==> src/dcse_consts.svh <==
// Constants of the dual-channel safety input evaluator
//------------------------------------------------------------
// Behaviour
// - Five input modes, variant limits the choice
// - Fault output on bad combination or sequence
// - Sync time: both rise within sync time
// - Start interlock: both high at startup, no enable; not applied in the switch variant
// - Enable follows combined channel evaluation
// - Emergency stop: single, EQ1 or DIS1 mode, time 0 or 10-30000
// - Three outputs: enable, sync error, sequence error
// - Solenoid: two-channel only, time 10-3000 mandatory
// - Light grid: two-channel equivalent only
// - Light grid: time 0 or 10-500 ms
// - Switch variant: one pair or two pairs
// - Switch variant: optional proof check monitoring
// - Proof pending set on run and request edge
// - Request edge while pending: fault, enable low
//------------------------------------------------------------
`ifndef DCSE_CONSTS_SVH
`define DCSE_CONSTS_SVH

// Register byte offsets
`define DCSE_REG_CTRL 8'h00
`define DCSE_REG_SYNC1 8'h04
`define DCSE_REG_SYNC2 8'h08
`define DCSE_REG_STAT 8'h0C
`define DCSE_REG_IRQ 8'h10
`define DCSE_REG_MASK 8'h14

// Control fields
`define DCSE_CTRL_MODE_LO 0
`define DCSE_CTRL_VAR_LO 3
`define DCSE_CTRL_INTLK 5
`define DCSE_CTRL_PROOF 6
`define DCSE_CTRL_RUN 7
`define DCSE_CTRL_RST 32'h0000_0000

// Timing: sync time in units of 10 ms
`define DCSE_STEP_MS 10
`define DCSE_CLK_HZ 50000000
`define DCSE_STEP_CYC (`DCSE_CLK_HZ / 1000 * `DCSE_STEP_MS)
`define DCSE_ESTOP_MAX 16'd3000
`define DCSE_SOL_MAX 16'd300
`define DCSE_GRID_MAX 16'd50

// Event bits
`define DCSE_EV_SYNC 0
`define DCSE_EV_SEQ 1
`define DCSE_EV_PROOF 2
`define DCSE_EV_EN 3
`define DCSE_NEV 4

`endif

==> src/dcse_pkg.sv <==
// Types of the dual-channel safety input evaluator
`default_nettype none
package dcse_pkg;
	typedef enum logic [2:0] {
		DCSE_SINGLE = 3'h0,
		DCSE_EQ1 = 3'h1,
		DCSE_DIS1 = 3'h2,
		DCSE_EQ2 = 3'h3,
		DCSE_DIS2 = 3'h4
	} dcse_mode_t;
	typedef enum logic [1:0] {
		DCSE_ESTOP = 2'h0,
		DCSE_SOLENOID = 2'h1,
		DCSE_GRID = 2'h2,
		DCSE_SWITCH = 2'h3
	} dcse_var_t;
	typedef enum logic [1:0] {
		DCSE_OFF = 2'b00,
		DCSE_WAIT = 2'b01,
		DCSE_ON = 2'b11,
		DCSE_LOCK = 2'b10
	} dcse_pair_st_t;
endpackage
`default_nettype wire

==> src/dcse_top.sv <==
// Dual-channel safety input evaluator with Wishbone registers
//
// Added by the designer: register access over Wishbone and the register addresses.
`include "dcse_consts.svh"
`default_nettype none
module dcse_top #(
	parameter int TW = 16,
	parameter int STEP_CYC = `DCSE_STEP_CYC
) (
	// Clock and reset
	input wire logic clk_i,
	input wire logic rst_i,
	// Wishbone slave
	input wire logic cyc_i,
	input wire logic stb_i,
	input wire logic we_i,
	input wire logic [7:0] adr_i,
	input wire logic [3:0] sel_i,
	input wire logic [31:0] dat_i,
	output logic [31:0] dat_o,
	output logic ack_o,
	// Safety channels (pins)
	input wire logic [1:0] p1_ch_i,
	input wire logic [1:0] p2_ch_i,
	input wire logic proof_req_i,
	// Results
	output logic enable_o,
	output logic sync_err_o,
	output logic seq_err_o,
	output logic proof_pend_o,
	output logic proof_err_o,
	output logic irq_o
);
	import dcse_pkg::*;

	// Refuse a timer too narrow for the longest window, or a step of no cycles
	if (TW < 12 || STEP_CYC < 1) begin : g_bad_param
		$error("dcse_top: TW must be at least 12, STEP_CYC at least 1");
	end

	//------------------------------------------------------------
	// Input synchronisers
	//------------------------------------------------------------
	logic [4:0] meta_ff, sync_ff;
	// Only the second stage feeds logic; the first may still be settling
	always_ff @(posedge clk_i) begin
		if (rst_i) begin
			meta_ff <= 5'h00;
			sync_ff <= 5'h00;
		end else begin
			meta_ff <= {proof_req_i, p2_ch_i, p1_ch_i};
			sync_ff <= meta_ff;
		end
	end

	//------------------------------------------------------------
	// Registers
	//------------------------------------------------------------
	logic [31:0] ctrl_ff;
	logic [TW-1:0] sync1_ff, sync2_ff;
	logic [`DCSE_NEV-1:0] irq_ff, mask_ff, nxt_irq;
	logic ack_ff;
	logic [31:0] dat_ff;

	wire logic req = cyc_i & stb_i & ~ack_ff;
	wire logic wr = req & we_i;
	wire logic rd = req & ~we_i;
	wire logic [2:0] mode_raw = ctrl_ff[`DCSE_CTRL_MODE_LO +: 3];
	wire logic [1:0] var_raw = ctrl_ff[`DCSE_CTRL_VAR_LO +: 2];
	wire logic run = ctrl_ff[`DCSE_CTRL_RUN];

	function automatic logic [31:0] merge(input logic [31:0] old, input logic [31:0] nw,
			input logic [3:0] sel);
		logic [31:0] r;
		r = old;
		for (int i = 0; i < 4; i++) begin
			if (sel[i]) begin
				r[8*i +: 8] = nw[8*i +: 8];
			end
		end
		return r;
	endfunction

	// Registers read back as written; only the timers see the clamped value
	// Clamp a sync time to the variant's range in 10 ms steps
	function automatic logic [TW-1:0] clamp(input logic [TW-1:0] t, input logic [1:0] v);
		logic [TW-1:0] r;
		r = t;
		case (v)
			DCSE_SOLENOID: begin
				// Mandatory window, no disabled setting
				if (t == '0) r = TW'(1);
				else if (t > TW'(`DCSE_SOL_MAX)) r = TW'(`DCSE_SOL_MAX);
			end
			DCSE_GRID: if (t > TW'(`DCSE_GRID_MAX)) r = TW'(`DCSE_GRID_MAX);
			default: if (t > TW'(`DCSE_ESTOP_MAX)) r = TW'(`DCSE_ESTOP_MAX);
		endcase
		return r;
	endfunction

	// Variant restricts the offered modes
	logic [2:0] mode;
	always_comb begin
		case (var_raw)
			DCSE_SOLENOID: mode = (mode_raw == DCSE_DIS1) ? DCSE_DIS1 : DCSE_EQ1;
			DCSE_GRID: mode = DCSE_EQ1;
			DCSE_SWITCH: mode = (mode_raw > DCSE_DIS2) ? DCSE_SINGLE : mode_raw;
			default: mode = (mode_raw > DCSE_DIS1) ? DCSE_SINGLE : mode_raw;
		endcase
	end
	wire logic two_ch = (mode != DCSE_SINGLE);
	wire logic inv = (mode == DCSE_DIS1) || (mode == DCSE_DIS2);
	wire logic use_p2 = (mode == DCSE_EQ2) || (mode == DCSE_DIS2);
	wire logic proof_on = (var_raw == DCSE_SWITCH) && ctrl_ff[`DCSE_CTRL_PROOF];
	wire logic intlk = ctrl_ff[`DCSE_CTRL_INTLK] && (var_raw != DCSE_SWITCH);
	wire logic [TW-1:0] t1 = clamp(sync1_ff, var_raw);
	wire logic [TW-1:0] t2 = clamp(sync2_ff, var_raw);

	//------------------------------------------------------------
	// Timebase and run edge
	//------------------------------------------------------------
	// A window is known to one step only; the divider runs free of the pairs
	logic [31:0] div_ff;
	logic run_ff, preq_ff;
	wire logic tick = (div_ff == 32'(STEP_CYC - 1));
	wire logic startup = run & ~run_ff;
	wire logic preq_rise = sync_ff[4] & ~preq_ff;
	always_ff @(posedge clk_i) begin
		if (rst_i) begin
			div_ff <= 32'h0000_0000;
			run_ff <= 1'b0;
			preq_ff <= 1'b0;
		end else begin
			div_ff <= tick ? 32'h0000_0000 : div_ff + 32'h0000_0001;
			run_ff <= run;
			preq_ff <= sync_ff[4];
		end
	end

	//------------------------------------------------------------
	// Pairs
	//------------------------------------------------------------
	// Both pairs share mode and timebase; pair 2 counts only in two-pair modes
	logic [1:0] ev, se, qe;
	genvar g;
	generate
		for (g = 0; g < 2; g++) begin : g_pair
			dcse_pair #(.TW(TW)) u_pair (
				.clk_i(clk_i),
				.rst_i(rst_i),
				.tick_i(tick),
				.two_ch_i(two_ch),
				.inv_i(inv),
				.sync_i(g == 0 ? t1 : t2),
				.startup_i(startup | ~run),
				.intlk_i(intlk),
				.ch_a_i(g == 0 ? sync_ff[0] : sync_ff[2]),
				.ch_b_i(g == 0 ? sync_ff[1] : sync_ff[3]),
				.eval_o(ev[g]),
				.sync_err_o(se[g]),
				.seq_err_o(qe[g])
			);
		end
	endgenerate

	wire logic comb_eval = run & ev[0] & (~use_p2 | ev[1]);
	wire logic any_sync = se[0] | (use_p2 & se[1]);
	wire logic any_seq = qe[0] | (use_p2 & qe[1]);

	//------------------------------------------------------------
	// Proof check and outputs
	//------------------------------------------------------------
	logic en_ff, pend_ff, perr_ff, serr_ff, qerr_ff, ok_ff;
	// A proof fault clears on a fresh rise of the evaluation, so the fault
	// itself must not hold back the rise that is meant to clear it
	wire logic seq_ok = comb_eval & ~any_sync & ~any_seq;
	wire logic ok_rise = seq_ok & ~ok_ff;
	wire logic nxt_en = seq_ok
		& ~(proof_on & ((perr_ff & ~ok_rise) | (pend_ff & preq_rise)));
	wire logic en_rise = nxt_en & ~en_ff;
	always_ff @(posedge clk_i) begin
		if (rst_i) begin
			en_ff <= 1'b0;
			pend_ff <= 1'b0;
			perr_ff <= 1'b0;
			serr_ff <= 1'b0;
			qerr_ff <= 1'b0;
			ok_ff <= 1'b0;
		end else begin
			en_ff <= nxt_en;
			serr_ff <= any_sync;
			qerr_ff <= any_seq;
			ok_ff <= seq_ok;
			if (!proof_on) begin
				pend_ff <= 1'b0;
				perr_ff <= 1'b0;
			end else begin
				if (startup || preq_rise) pend_ff <= 1'b1;
				else if (en_rise) pend_ff <= 1'b0;
				if (pend_ff && preq_rise) perr_ff <= 1'b1;
				else if (en_rise) perr_ff <= 1'b0;
			end
		end
	end
	// Registered outputs, so a settling channel never glitches a pin
	assign enable_o = en_ff;
	assign sync_err_o = serr_ff;
	assign seq_err_o = qerr_ff;
	assign proof_pend_o = pend_ff;
	assign proof_err_o = perr_ff;

	//------------------------------------------------------------
	// Bus slave and interrupts
	//------------------------------------------------------------
	// Each event fires once, in the cycle before its flag shows
	wire logic [`DCSE_NEV-1:0] evt = {en_rise, proof_on & pend_ff & preq_rise,
		any_seq & ~qerr_ff, any_sync & ~serr_ff};
	wire logic rd_irq = rd && (adr_i == `DCSE_REG_IRQ);
	always_comb begin
		// Set wins over the clear-on-read
		nxt_irq = (rd_irq ? '0 : irq_ff) | evt;
	end
	wire logic [31:0] rdata =
		(adr_i == `DCSE_REG_CTRL) ? ctrl_ff :
		(adr_i == `DCSE_REG_SYNC1) ? 32'(sync1_ff) :
		(adr_i == `DCSE_REG_SYNC2) ? 32'(sync2_ff) :
		(adr_i == `DCSE_REG_STAT) ? {27'h0, perr_ff, pend_ff, qerr_ff, serr_ff, en_ff} :
		(adr_i == `DCSE_REG_IRQ) ? 32'(irq_ff) :
		(adr_i == `DCSE_REG_MASK) ? 32'(mask_ff) : 32'h0000_0000;
	always_ff @(posedge clk_i) begin
		if (rst_i) begin
			ctrl_ff <= `DCSE_CTRL_RST;
			sync1_ff <= '0;
			sync2_ff <= '0;
			irq_ff <= '0;
			mask_ff <= '0;
			ack_ff <= 1'b0;
			dat_ff <= 32'h0000_0000;
		end else begin
			ack_ff <= req;
			irq_ff <= nxt_irq;
			if (rd) dat_ff <= rdata;
			if (wr && adr_i == `DCSE_REG_CTRL) ctrl_ff <= merge(ctrl_ff, dat_i, sel_i);
			if (wr && adr_i == `DCSE_REG_SYNC1) sync1_ff <= TW'(merge(32'(sync1_ff), dat_i, sel_i));
			if (wr && adr_i == `DCSE_REG_SYNC2) sync2_ff <= TW'(merge(32'(sync2_ff), dat_i, sel_i));
			if (wr && adr_i == `DCSE_REG_MASK) mask_ff <= `DCSE_NEV'(dat_i);
		end
	end
	assign ack_o = ack_ff;
	assign dat_o = dat_ff;
	assign irq_o = |(irq_ff & mask_ff);
endmodule
`default_nettype wire

==> src/dcse_pair.sv <==
// One two-channel pair: synchronous time and sequence check
`include "dcse_consts.svh"
`default_nettype none
module dcse_pair #(
	parameter int TW = 16
) (
	// Clock, reset and step tick
	input wire logic clk_i,
	input wire logic rst_i,
	input wire logic tick_i,
	// Configuration
	input wire logic two_ch_i,
	input wire logic inv_i,
	input wire logic [TW-1:0] sync_i,
	input wire logic startup_i,
	input wire logic intlk_i,
	// Channels, already synchronised
	input wire logic ch_a_i,
	input wire logic ch_b_i,
	// Result
	output logic eval_o,
	output logic sync_err_o,
	output logic seq_err_o
);
	import dcse_pkg::*;

	dcse_pair_st_t st_ff, nxt_st;
	logic [TW-1:0] cnt_ff, nxt_cnt;
	logic sync_err_ff, nxt_sync_err;
	logic seq_err_ff, nxt_seq_err;

	wire logic b_eff = two_ch_i ? (ch_b_i ^ inv_i) : ch_a_i;
	wire logic both_hi = ch_a_i & b_eff;
	wire logic both_lo = ~ch_a_i & ~b_eff;
	wire logic one_hi = ch_a_i ^ b_eff;
	wire logic timed = (sync_i != '0);
	wire logic expired = timed && tick_i && (cnt_ff + TW'(1) >= sync_i);

	always_comb begin
		nxt_st = st_ff;
		nxt_cnt = cnt_ff;
		nxt_sync_err = sync_err_ff;
		nxt_seq_err = seq_err_ff;
		if (startup_i) begin
			// Already high at startup under interlock: no enable
			nxt_st = (intlk_i && both_hi) ? DCSE_LOCK : DCSE_OFF;
			nxt_cnt = '0;
		end else begin
			case (st_ff)
				DCSE_OFF: begin
					nxt_cnt = '0;
					if (both_hi && !sync_err_ff && !seq_err_ff) begin
						nxt_st = DCSE_ON;
					end else if (one_hi) begin
						nxt_st = DCSE_WAIT;
					end else if (both_lo) begin
						// Valid sequence restarts from both low
						nxt_sync_err = 1'b0;
						nxt_seq_err = 1'b0;
					end
				end
				DCSE_WAIT: begin
					if (tick_i) begin
						nxt_cnt = cnt_ff + TW'(1);
					end
					if (both_lo) begin
						nxt_st = DCSE_OFF;
					end else if (both_hi) begin
						// Partner followed within the window
						nxt_st = (sync_err_ff || seq_err_ff) ? DCSE_OFF : DCSE_ON;
					end else if (expired) begin
						nxt_sync_err = 1'b1;
						nxt_st = DCSE_LOCK;
					end
				end
				DCSE_ON: begin
					if (!both_hi) begin
						nxt_st = both_lo ? DCSE_OFF : DCSE_LOCK;
					end
				end
				DCSE_LOCK: begin
					// Besides a stop or startup, only a return of both to low re-arms the pair
					if (both_lo) begin
						nxt_st = DCSE_OFF;
					end else if (both_hi && !intlk_i) begin
						nxt_seq_err = 1'b1;
					end
				end
				default: nxt_st = DCSE_OFF;
			endcase
		end
	end

	always_ff @(posedge clk_i) begin
		if (rst_i) begin
			st_ff <= DCSE_OFF;
			cnt_ff <= '0;
			sync_err_ff <= 1'b0;
			seq_err_ff <= 1'b0;
		end else begin
			st_ff <= nxt_st;
			cnt_ff <= nxt_cnt;
			sync_err_ff <= nxt_sync_err;
			seq_err_ff <= nxt_seq_err;
		end
	end

	assign eval_o = (st_ff == DCSE_ON);
	assign sync_err_o = sync_err_ff;
	assign seq_err_o = seq_err_ff;
endmodule
`default_nettype wire

==> config.mk <==
export PLATFORM = sky130hd
export DESIGN_NAME = dcse_top
export DESIGN_NICKNAME = d
export VERILOG_FILES = /design/src/dcse_pkg.sv /design/src/dcse_top.sv /design/src/dcse_pair.sv
export VERILOG_INCLUDE_DIRS = /design/src /design/src/src
export SDC_FILE = /design/constraint.sdc
export NUM_CORES = 1
export LEC_CHECK = 0
export BUFFER_PORTS_ARGS = -buffer_cell sky130_fd_sc_hd__buf_2
export CAP_MARGIN = 15
export CORE_MARGIN = 5
export CORE_UTILIZATION = 34
export DETAILED_ROUTE_END_ITERATION = 6
export PLACE_DENSITY = 0.54
export SETUP_SLACK_MARGIN = 0.2
export SLEW_MARGIN = 0
export SYNTH_ARGS = -nofsm -noshare
export SYNTH_HDL_FRONTEND = slang
export SYNTH_SLANG_ARGS = --single-unit
==> constraint.sdc <==
create_clock -name clk_i -period 4.02 [get_ports clk_i]
set_input_delay 0.402 -clock clk_i [delete_from_list [all_inputs] [get_ports clk_i]]
set_output_delay 0.402 -clock clk_i [all_outputs]
set_load 0.01 [all_outputs]
==> Flow_metrics.wiki <==
{| class="wikitable"
! Metric !! Value
|-
| Routed vias || 9455
|-
| Commonest register cell after synthesis || sky130_fd_sc_hd__dfxtp_1
|-
| Total stage count of the critical path || 15
|-
| Cell count after synthesis || 1295
|-
| Period Utilization, post-route || 0.875
|-
| Initial DRT Pass Iterations || 5
|-
| Post-layout net count || 1462
|-
| Clock tree from TritonCTS || done
|-
| Worst ir drop on vdd || 0.000282 V
|-
| Clock-pin transition on the worst setup and hold timing paths || 0.07 ns
|-
| Arr. time, crit path || 3.90 ns
|-
| Placed wire-length estimate after detailed placement || 21100 µm
|-
| Cell accounting for the most synthesized area || sky130_fd_sc_hd__dfxtp_1
|-
| Pwr Total || 3.85 mW
|-
| Number of global-route vias before repair || 8979
|-
| Total of endpoints with negative setup slack in the final report || 0
|-
| Number of synthesized register bits || 195
|-
| Number of warnings issued by yosys || 0
|-
| Die height || 185 µm
|-
| Sum of negative setup slack || 0 ns
|-
| Final WS setup || 0.501 ns
|-
| Fmax || 284 MHz
|-
| Clock H-tree levels || 4
|-
| Dpl ws || 0.413 ns
|-
| Launch instance of the worst register-to-register path || ctrl_ff[3]$_SDFFE_PP0P_
|-
| Mux share of post-synthesis cell area || 0.0568
|-
| Number of synthesized flops with an enable pin || 0
|-
| Number of sinks handled by clock tree synthesis || 195
|-
| Power Density || 322 nW/µm²
|-
| Number of distinct library cells after synthesis || 77
|-
| Top Family by Delay on Critical Path || compound AO/OA/AOI/OAI gates
|-
| Combined area of all synthesized cells || 10500 µm²
|-
| Result of the run || finished clean
|-
| Largest fanout of any net on the critical path || 10
|-
| Inserted Clock Buffers || 17
|-
| Type of the most critical hold path || in2reg
|-
| Routed WL per cell || 16.5 µm
|-
| Sequence of cells on the critical path || inv_1 > ha_2 > nor2b_1 > a41oi_1 > or4b_1 > o221ai_1 > ha_1 > a21o_1 > a221o_1 > a31oi_1 > o211ai_1 > nand2_1 > a21oi_1 > a211o_1 > nand2_1
|-
| DRC errors left || 0
|-
| Final core utilization || 0.392
|-
| Port Buffers || 92
|-
| Delay of the slowest cell on the worst path || 0.50 ns
|-
| Measured slew at the worst slew-check pin || 0.880 ns
|-
| Worst setup slack for register-to-register paths || 0.50 ns
|-
| Layout cell share with drive strength beyond 1 || 0.138
|-
| Final global-route overflow total || 0
|-
| Row count || 64
|-
| First-pass GRT wire length || 47100 µm
|-
| Cells on worst reg2reg path || 15
|-
| Antenna-violating nets left || 0
|-
| Initial antenna violation count || 0
|-
| Required time of the critical path || 4.40 ns
|-
| Fraction of synthesized cell area taken by the top area cell type || 0.373
|-
| Crit path kind || reg2reg
|-
| Startpoint of the worst setup timing path || ctrl_ff[3]$_SDFFE_PP0P_
|-
| I/O Pins || 93
|-
| Async SR Flop Fraction || 0
|-
| Endpoint of the most critical register-to-register path || g_pair[0].u_pair.st_ff[0]$_SDFFE_PP0P_
|-
| Antenna fix cells || 0
|-
| Max-cap check violation count || 0
|-
| Maximum number of buffers from clock root to sink || 2
|-
| Max-slew headroom || 0.412
|-
| Final count of pins violating max slew || 0
|-
| Element type at the critical path start || register
|-
| Ranking of synthesized cells by area || sky130_fd_sc_hd__dfxtp_1 (37%), sky130_fd_sc_hd__nor2_1 (5.5%), sky130_fd_sc_hd__a21oi_1 (5.4%)
|-
| Insertion delay to the later sink of the worst-skew pair || 0.44 ns
|-
| Layout overhead on the synthesized area || 14.3%
|-
| Initial standard-cell utilization of the core || 0.343
|-
| Cell at the root of the clock tree || sky130_fd_sc_hd__clkbuf_16
|-
| Final cell count without fillers || 1774
|-
| Drt initial violations || 670
|-
| Area of placed instances || 11300 µm²
|-
| Final Skew || 0.0112 ns
|-
| Sequential fraction of the synthesis area || 0.373
|-
| All-Layer GR Usage || 0.168
|-
| Largest net degree at the start of global routing || 72
|-
| CORE AREA || 30500 µm²
|-
| Adder-cell area share of the yosys netlist || 0.0514
|-
| Smallest hold slack || 0.170 ns
|-
| Cell type of the slowest stage on the worst timing path || sky130_fd_sc_hd__or4b_1
|-
| Routed wire length || 29300 µm
|-
| Mapped Avg Cell Area || 8.09 µm²
|-
| Number of buffers inserted for hold repair after clock tree synthesis || 0
|-
| Setup repair after global routing missed its margin || false
|-
| Destination of the critical timing path || g_pair[0].u_pair.st_ff[0]$_SDFFE_PP0P_
|-
| Die W || 185 µm
|-
| Full die area || 34400 µm²
|-
| RePlAce Congestion || 0.905
|-
| Post-synthesis compound-gate area fraction || 0.171
|-
| Cell total after placement || 1740
|-
| CP endpoint kind || register
|-
| Post-Layout Inst Area || 12000 µm²
|-
| Bufs and invs on worst path || 1
|-
| Most prevalent standard cell on the critical path || sky130_fd_sc_hd__nand2_1
|-
| Final period demand of the worst path || 3.52 ns
|-
| Final number of hold-violating endpoints || 0
|-
| Post-synthesis simple-gate area fraction || 0.265
|-
| Main combinational cell family by area after synthesis || simple AND/OR/NAND/NOR gates
|-
| P_leak || 4.85 nW
|-
| DR vias/cell || 5.33
|-
| Xor-xnor portion of the synthesized cell area || 0.0477
|}
[cell type report]
| cell class | count | area (µm²) |
|---|---|---|
| fillers | 3139 | 18500 |
| multi-input cells | 1012 | 6250 |
| flip-flops and latches | 195 | 3910 |
| repair buffers | 114 | 636 |
| well taps | 396 | 495 |
| clock buffers | 20 | 457 |
| clock inverters | 12 | 138 |
| inverters | 25 | 93.8 |
[cell families after synthesis]
kind of cell / after synthesis
other: 1
multiplexers: 57
AND/OR/NAND/NOR: 562
XOR/XNOR: 57
flip-flops: 195
buffers and inverters: 95
adder cells (fa/ha/maj): 43
AO/OA/AOI/OAI: 285
[power breakdown]
part | total [mW] | leakage [nW] | switching, mW | internal (mW)
combinational | 0.146 | 2.98 | 0.0975 | 0.0490
sequential | 1.95 | 1.57 | 0.00636 | 1.94
clock | 1.76 | 0.295 | 0.840 | 0.917
total | 3.85 | 4.85 | 0.944 | 2.91
[worst min path at each step]
stage                           from               endpoint  slack [ns]  cells after the start
2_1_floorplan  meta_ff[0]$_SDFF_PP0_  sync_ff[0]$_SDFF_PP0_        0.41                      1
3_3_place_gp   meta_ff[4]$_SDFF_PP0_  sync_ff[4]$_SDFF_PP0_        0.42                      1
3_5_place_dp   meta_ff[4]$_SDFF_PP0_  sync_ff[4]$_SDFF_PP0_        0.43                      1
4_1_cts                  proof_req_i  meta_ff[4]$_SDFF_PP0_        0.15                      2
5_1_grt                   p2_ch_i[1]  meta_ff[3]$_SDFF_PP0_        0.16                      2
6_report                 proof_req_i  meta_ff[4]$_SDFF_PP0_        0.17                      2
[cell usage after synthesis, types with 5 or more instances]
| cell type | instances |
|---|---|
| sky130_fd_sc_hd__a211o_1 | 6 |
| sky130_fd_sc_hd__a211oi_1 | 10 |
| sky130_fd_sc_hd__a21o_1 | 11 |
| sky130_fd_sc_hd__a21oi_1 | 113 |
| sky130_fd_sc_hd__a22oi_1 | 14 |
| sky130_fd_sc_hd__a31oi_1 | 11 |
| sky130_fd_sc_hd__and2_1 | 6 |
| sky130_fd_sc_hd__and3_1 | 20 |
| sky130_fd_sc_hd__buf_2 | 9 |
| sky130_fd_sc_hd__clkbuf_1 | 59 |
| sky130_fd_sc_hd__dfxtp_1 | 195 |
| sky130_fd_sc_hd__ha_1 | 43 |
| sky130_fd_sc_hd__inv_1 | 25 |
| sky130_fd_sc_hd__mux2_2 | 9 |
| sky130_fd_sc_hd__mux2i_1 | 47 |
| sky130_fd_sc_hd__nand2_1 | 138 |
| sky130_fd_sc_hd__nand2b_1 | 6 |
| sky130_fd_sc_hd__nand3_1 | 105 |
| sky130_fd_sc_hd__nand3b_1 | 19 |
| sky130_fd_sc_hd__nand4_1 | 18 |
| sky130_fd_sc_hd__nor2_1 | 154 |
| sky130_fd_sc_hd__nor2b_1 | 23 |
| sky130_fd_sc_hd__nor3_1 | 21 |
| sky130_fd_sc_hd__nor4_1 | 9 |
| sky130_fd_sc_hd__o211ai_1 | 6 |
| sky130_fd_sc_hd__o21ai_0 | 46 |
| sky130_fd_sc_hd__o21ai_1 | 11 |
| sky130_fd_sc_hd__o21bai_1 | 5 |
| sky130_fd_sc_hd__or3_1 | 7 |
| sky130_fd_sc_hd__or4_1 | 5 |
| sky130_fd_sc_hd__xnor2_1 | 24 |
| sky130_fd_sc_hd__xor2_1 | 33 |
[worst register-to-register path, cell delays in order, from the launching register on]
cell,delay [ns]
sky130_fd_sc_hd__dfxtp_2,0.37
sky130_fd_sc_hd__inv_1,0.07
sky130_fd_sc_hd__ha_2,0.45
sky130_fd_sc_hd__nor2b_1,0.17
sky130_fd_sc_hd__a41oi_1,0.14
sky130_fd_sc_hd__or4b_1,0.50
sky130_fd_sc_hd__o221ai_1,0.10
sky130_fd_sc_hd__ha_1,0.28
sky130_fd_sc_hd__a21o_1,0.19
sky130_fd_sc_hd__a221o_1,0.35
sky130_fd_sc_hd__a31oi_1,0.16
sky130_fd_sc_hd__o211ai_1,0.13
sky130_fd_sc_hd__nand2_1,0.13
sky130_fd_sc_hd__a21oi_1,0.09
sky130_fd_sc_hd__a211o_1,0.29
sky130_fd_sc_hd__nand2_1,0.05
[registers in the layout (all words and copies together) (netlist names)]
name and count:
ack_o 1, ctrl_ff 32, dat_o 32, div_ff 32, enable_o 1, g_pair.u_pair.cnt_ff 32
g_pair.u_pair.seq_err_o 2, g_pair.u_pair.st_ff 4, g_pair.u_pair.sync_err_o 2, irq_ff 4, mask_ff 4, meta_ff 5
ok_ff 1, preq_ff 1, proof_err_o 1, proof_pend_o 1, run_ff 1, seq_err_o 1
sync1_ff 16, sync2_ff 16, sync_err_o 1, sync_ff 5
[layout by cell type (no fill, tap or decap), types with 6 or more instances in the layout]
cell and count:
sky130_fd_sc_hd__clkbuf_16 17, sky130_fd_sc_hd__nand3_1 105, sky130_fd_sc_hd__mux2_2 9, sky130_fd_sc_hd__or3_1 7, sky130_fd_sc_hd__conb_1 8, sky130_fd_sc_hd__nor2b_1 23
sky130_fd_sc_hd__nand4_1 18, sky130_fd_sc_hd__ha_1 42, sky130_fd_sc_hd__and2_1 6, sky130_fd_sc_hd__nor3_1 20, sky130_fd_sc_hd__a21o_1 11, sky130_fd_sc_hd__nand2b_1 6
sky130_fd_sc_hd__nor4_1 8, sky130_fd_sc_hd__xor2_1 33, sky130_fd_sc_hd__inv_1 25, sky130_fd_sc_hd__and3_1 20, sky130_fd_sc_hd__nor2_1 153, sky130_fd_sc_hd__mux2i_1 47
sky130_fd_sc_hd__xnor2_1 24, sky130_fd_sc_hd__a211o_1 6, sky130_fd_sc_hd__o211ai_1 6, sky130_fd_sc_hd__buf_2 91, sky130_fd_sc_hd__a22oi_1 14, sky130_fd_sc_hd__o21ai_1 12
sky130_fd_sc_hd__a211oi_1 9, sky130_fd_sc_hd__dfxtp_1 193, sky130_fd_sc_hd__a31oi_1 11, sky130_fd_sc_hd__o21ai_0 45, sky130_fd_sc_hd__buf_4 22, sky130_fd_sc_hd__nand3b_1 19
sky130_fd_sc_hd__nand2_1 138, sky130_fd_sc_hd__a21oi_1 113
[what timing repair did]
action                                 in CTS  in global routing
setup buffers                               0                  0
setup endpoints to repair                   0                  4
endpoints found under the hold margin       0                  0
gates resized for setup                     0                  6
[routing by layer]
metal	track usage	up-vias	part of all wire
met5	0	-	0
met4	0.0414	0	0.013
met3	0.0332	25	0.049
met2	0.257	202	0.45
met1	0.243	4453	0.49
li1	-	4775	-
(Power assumes the default switching activity.)
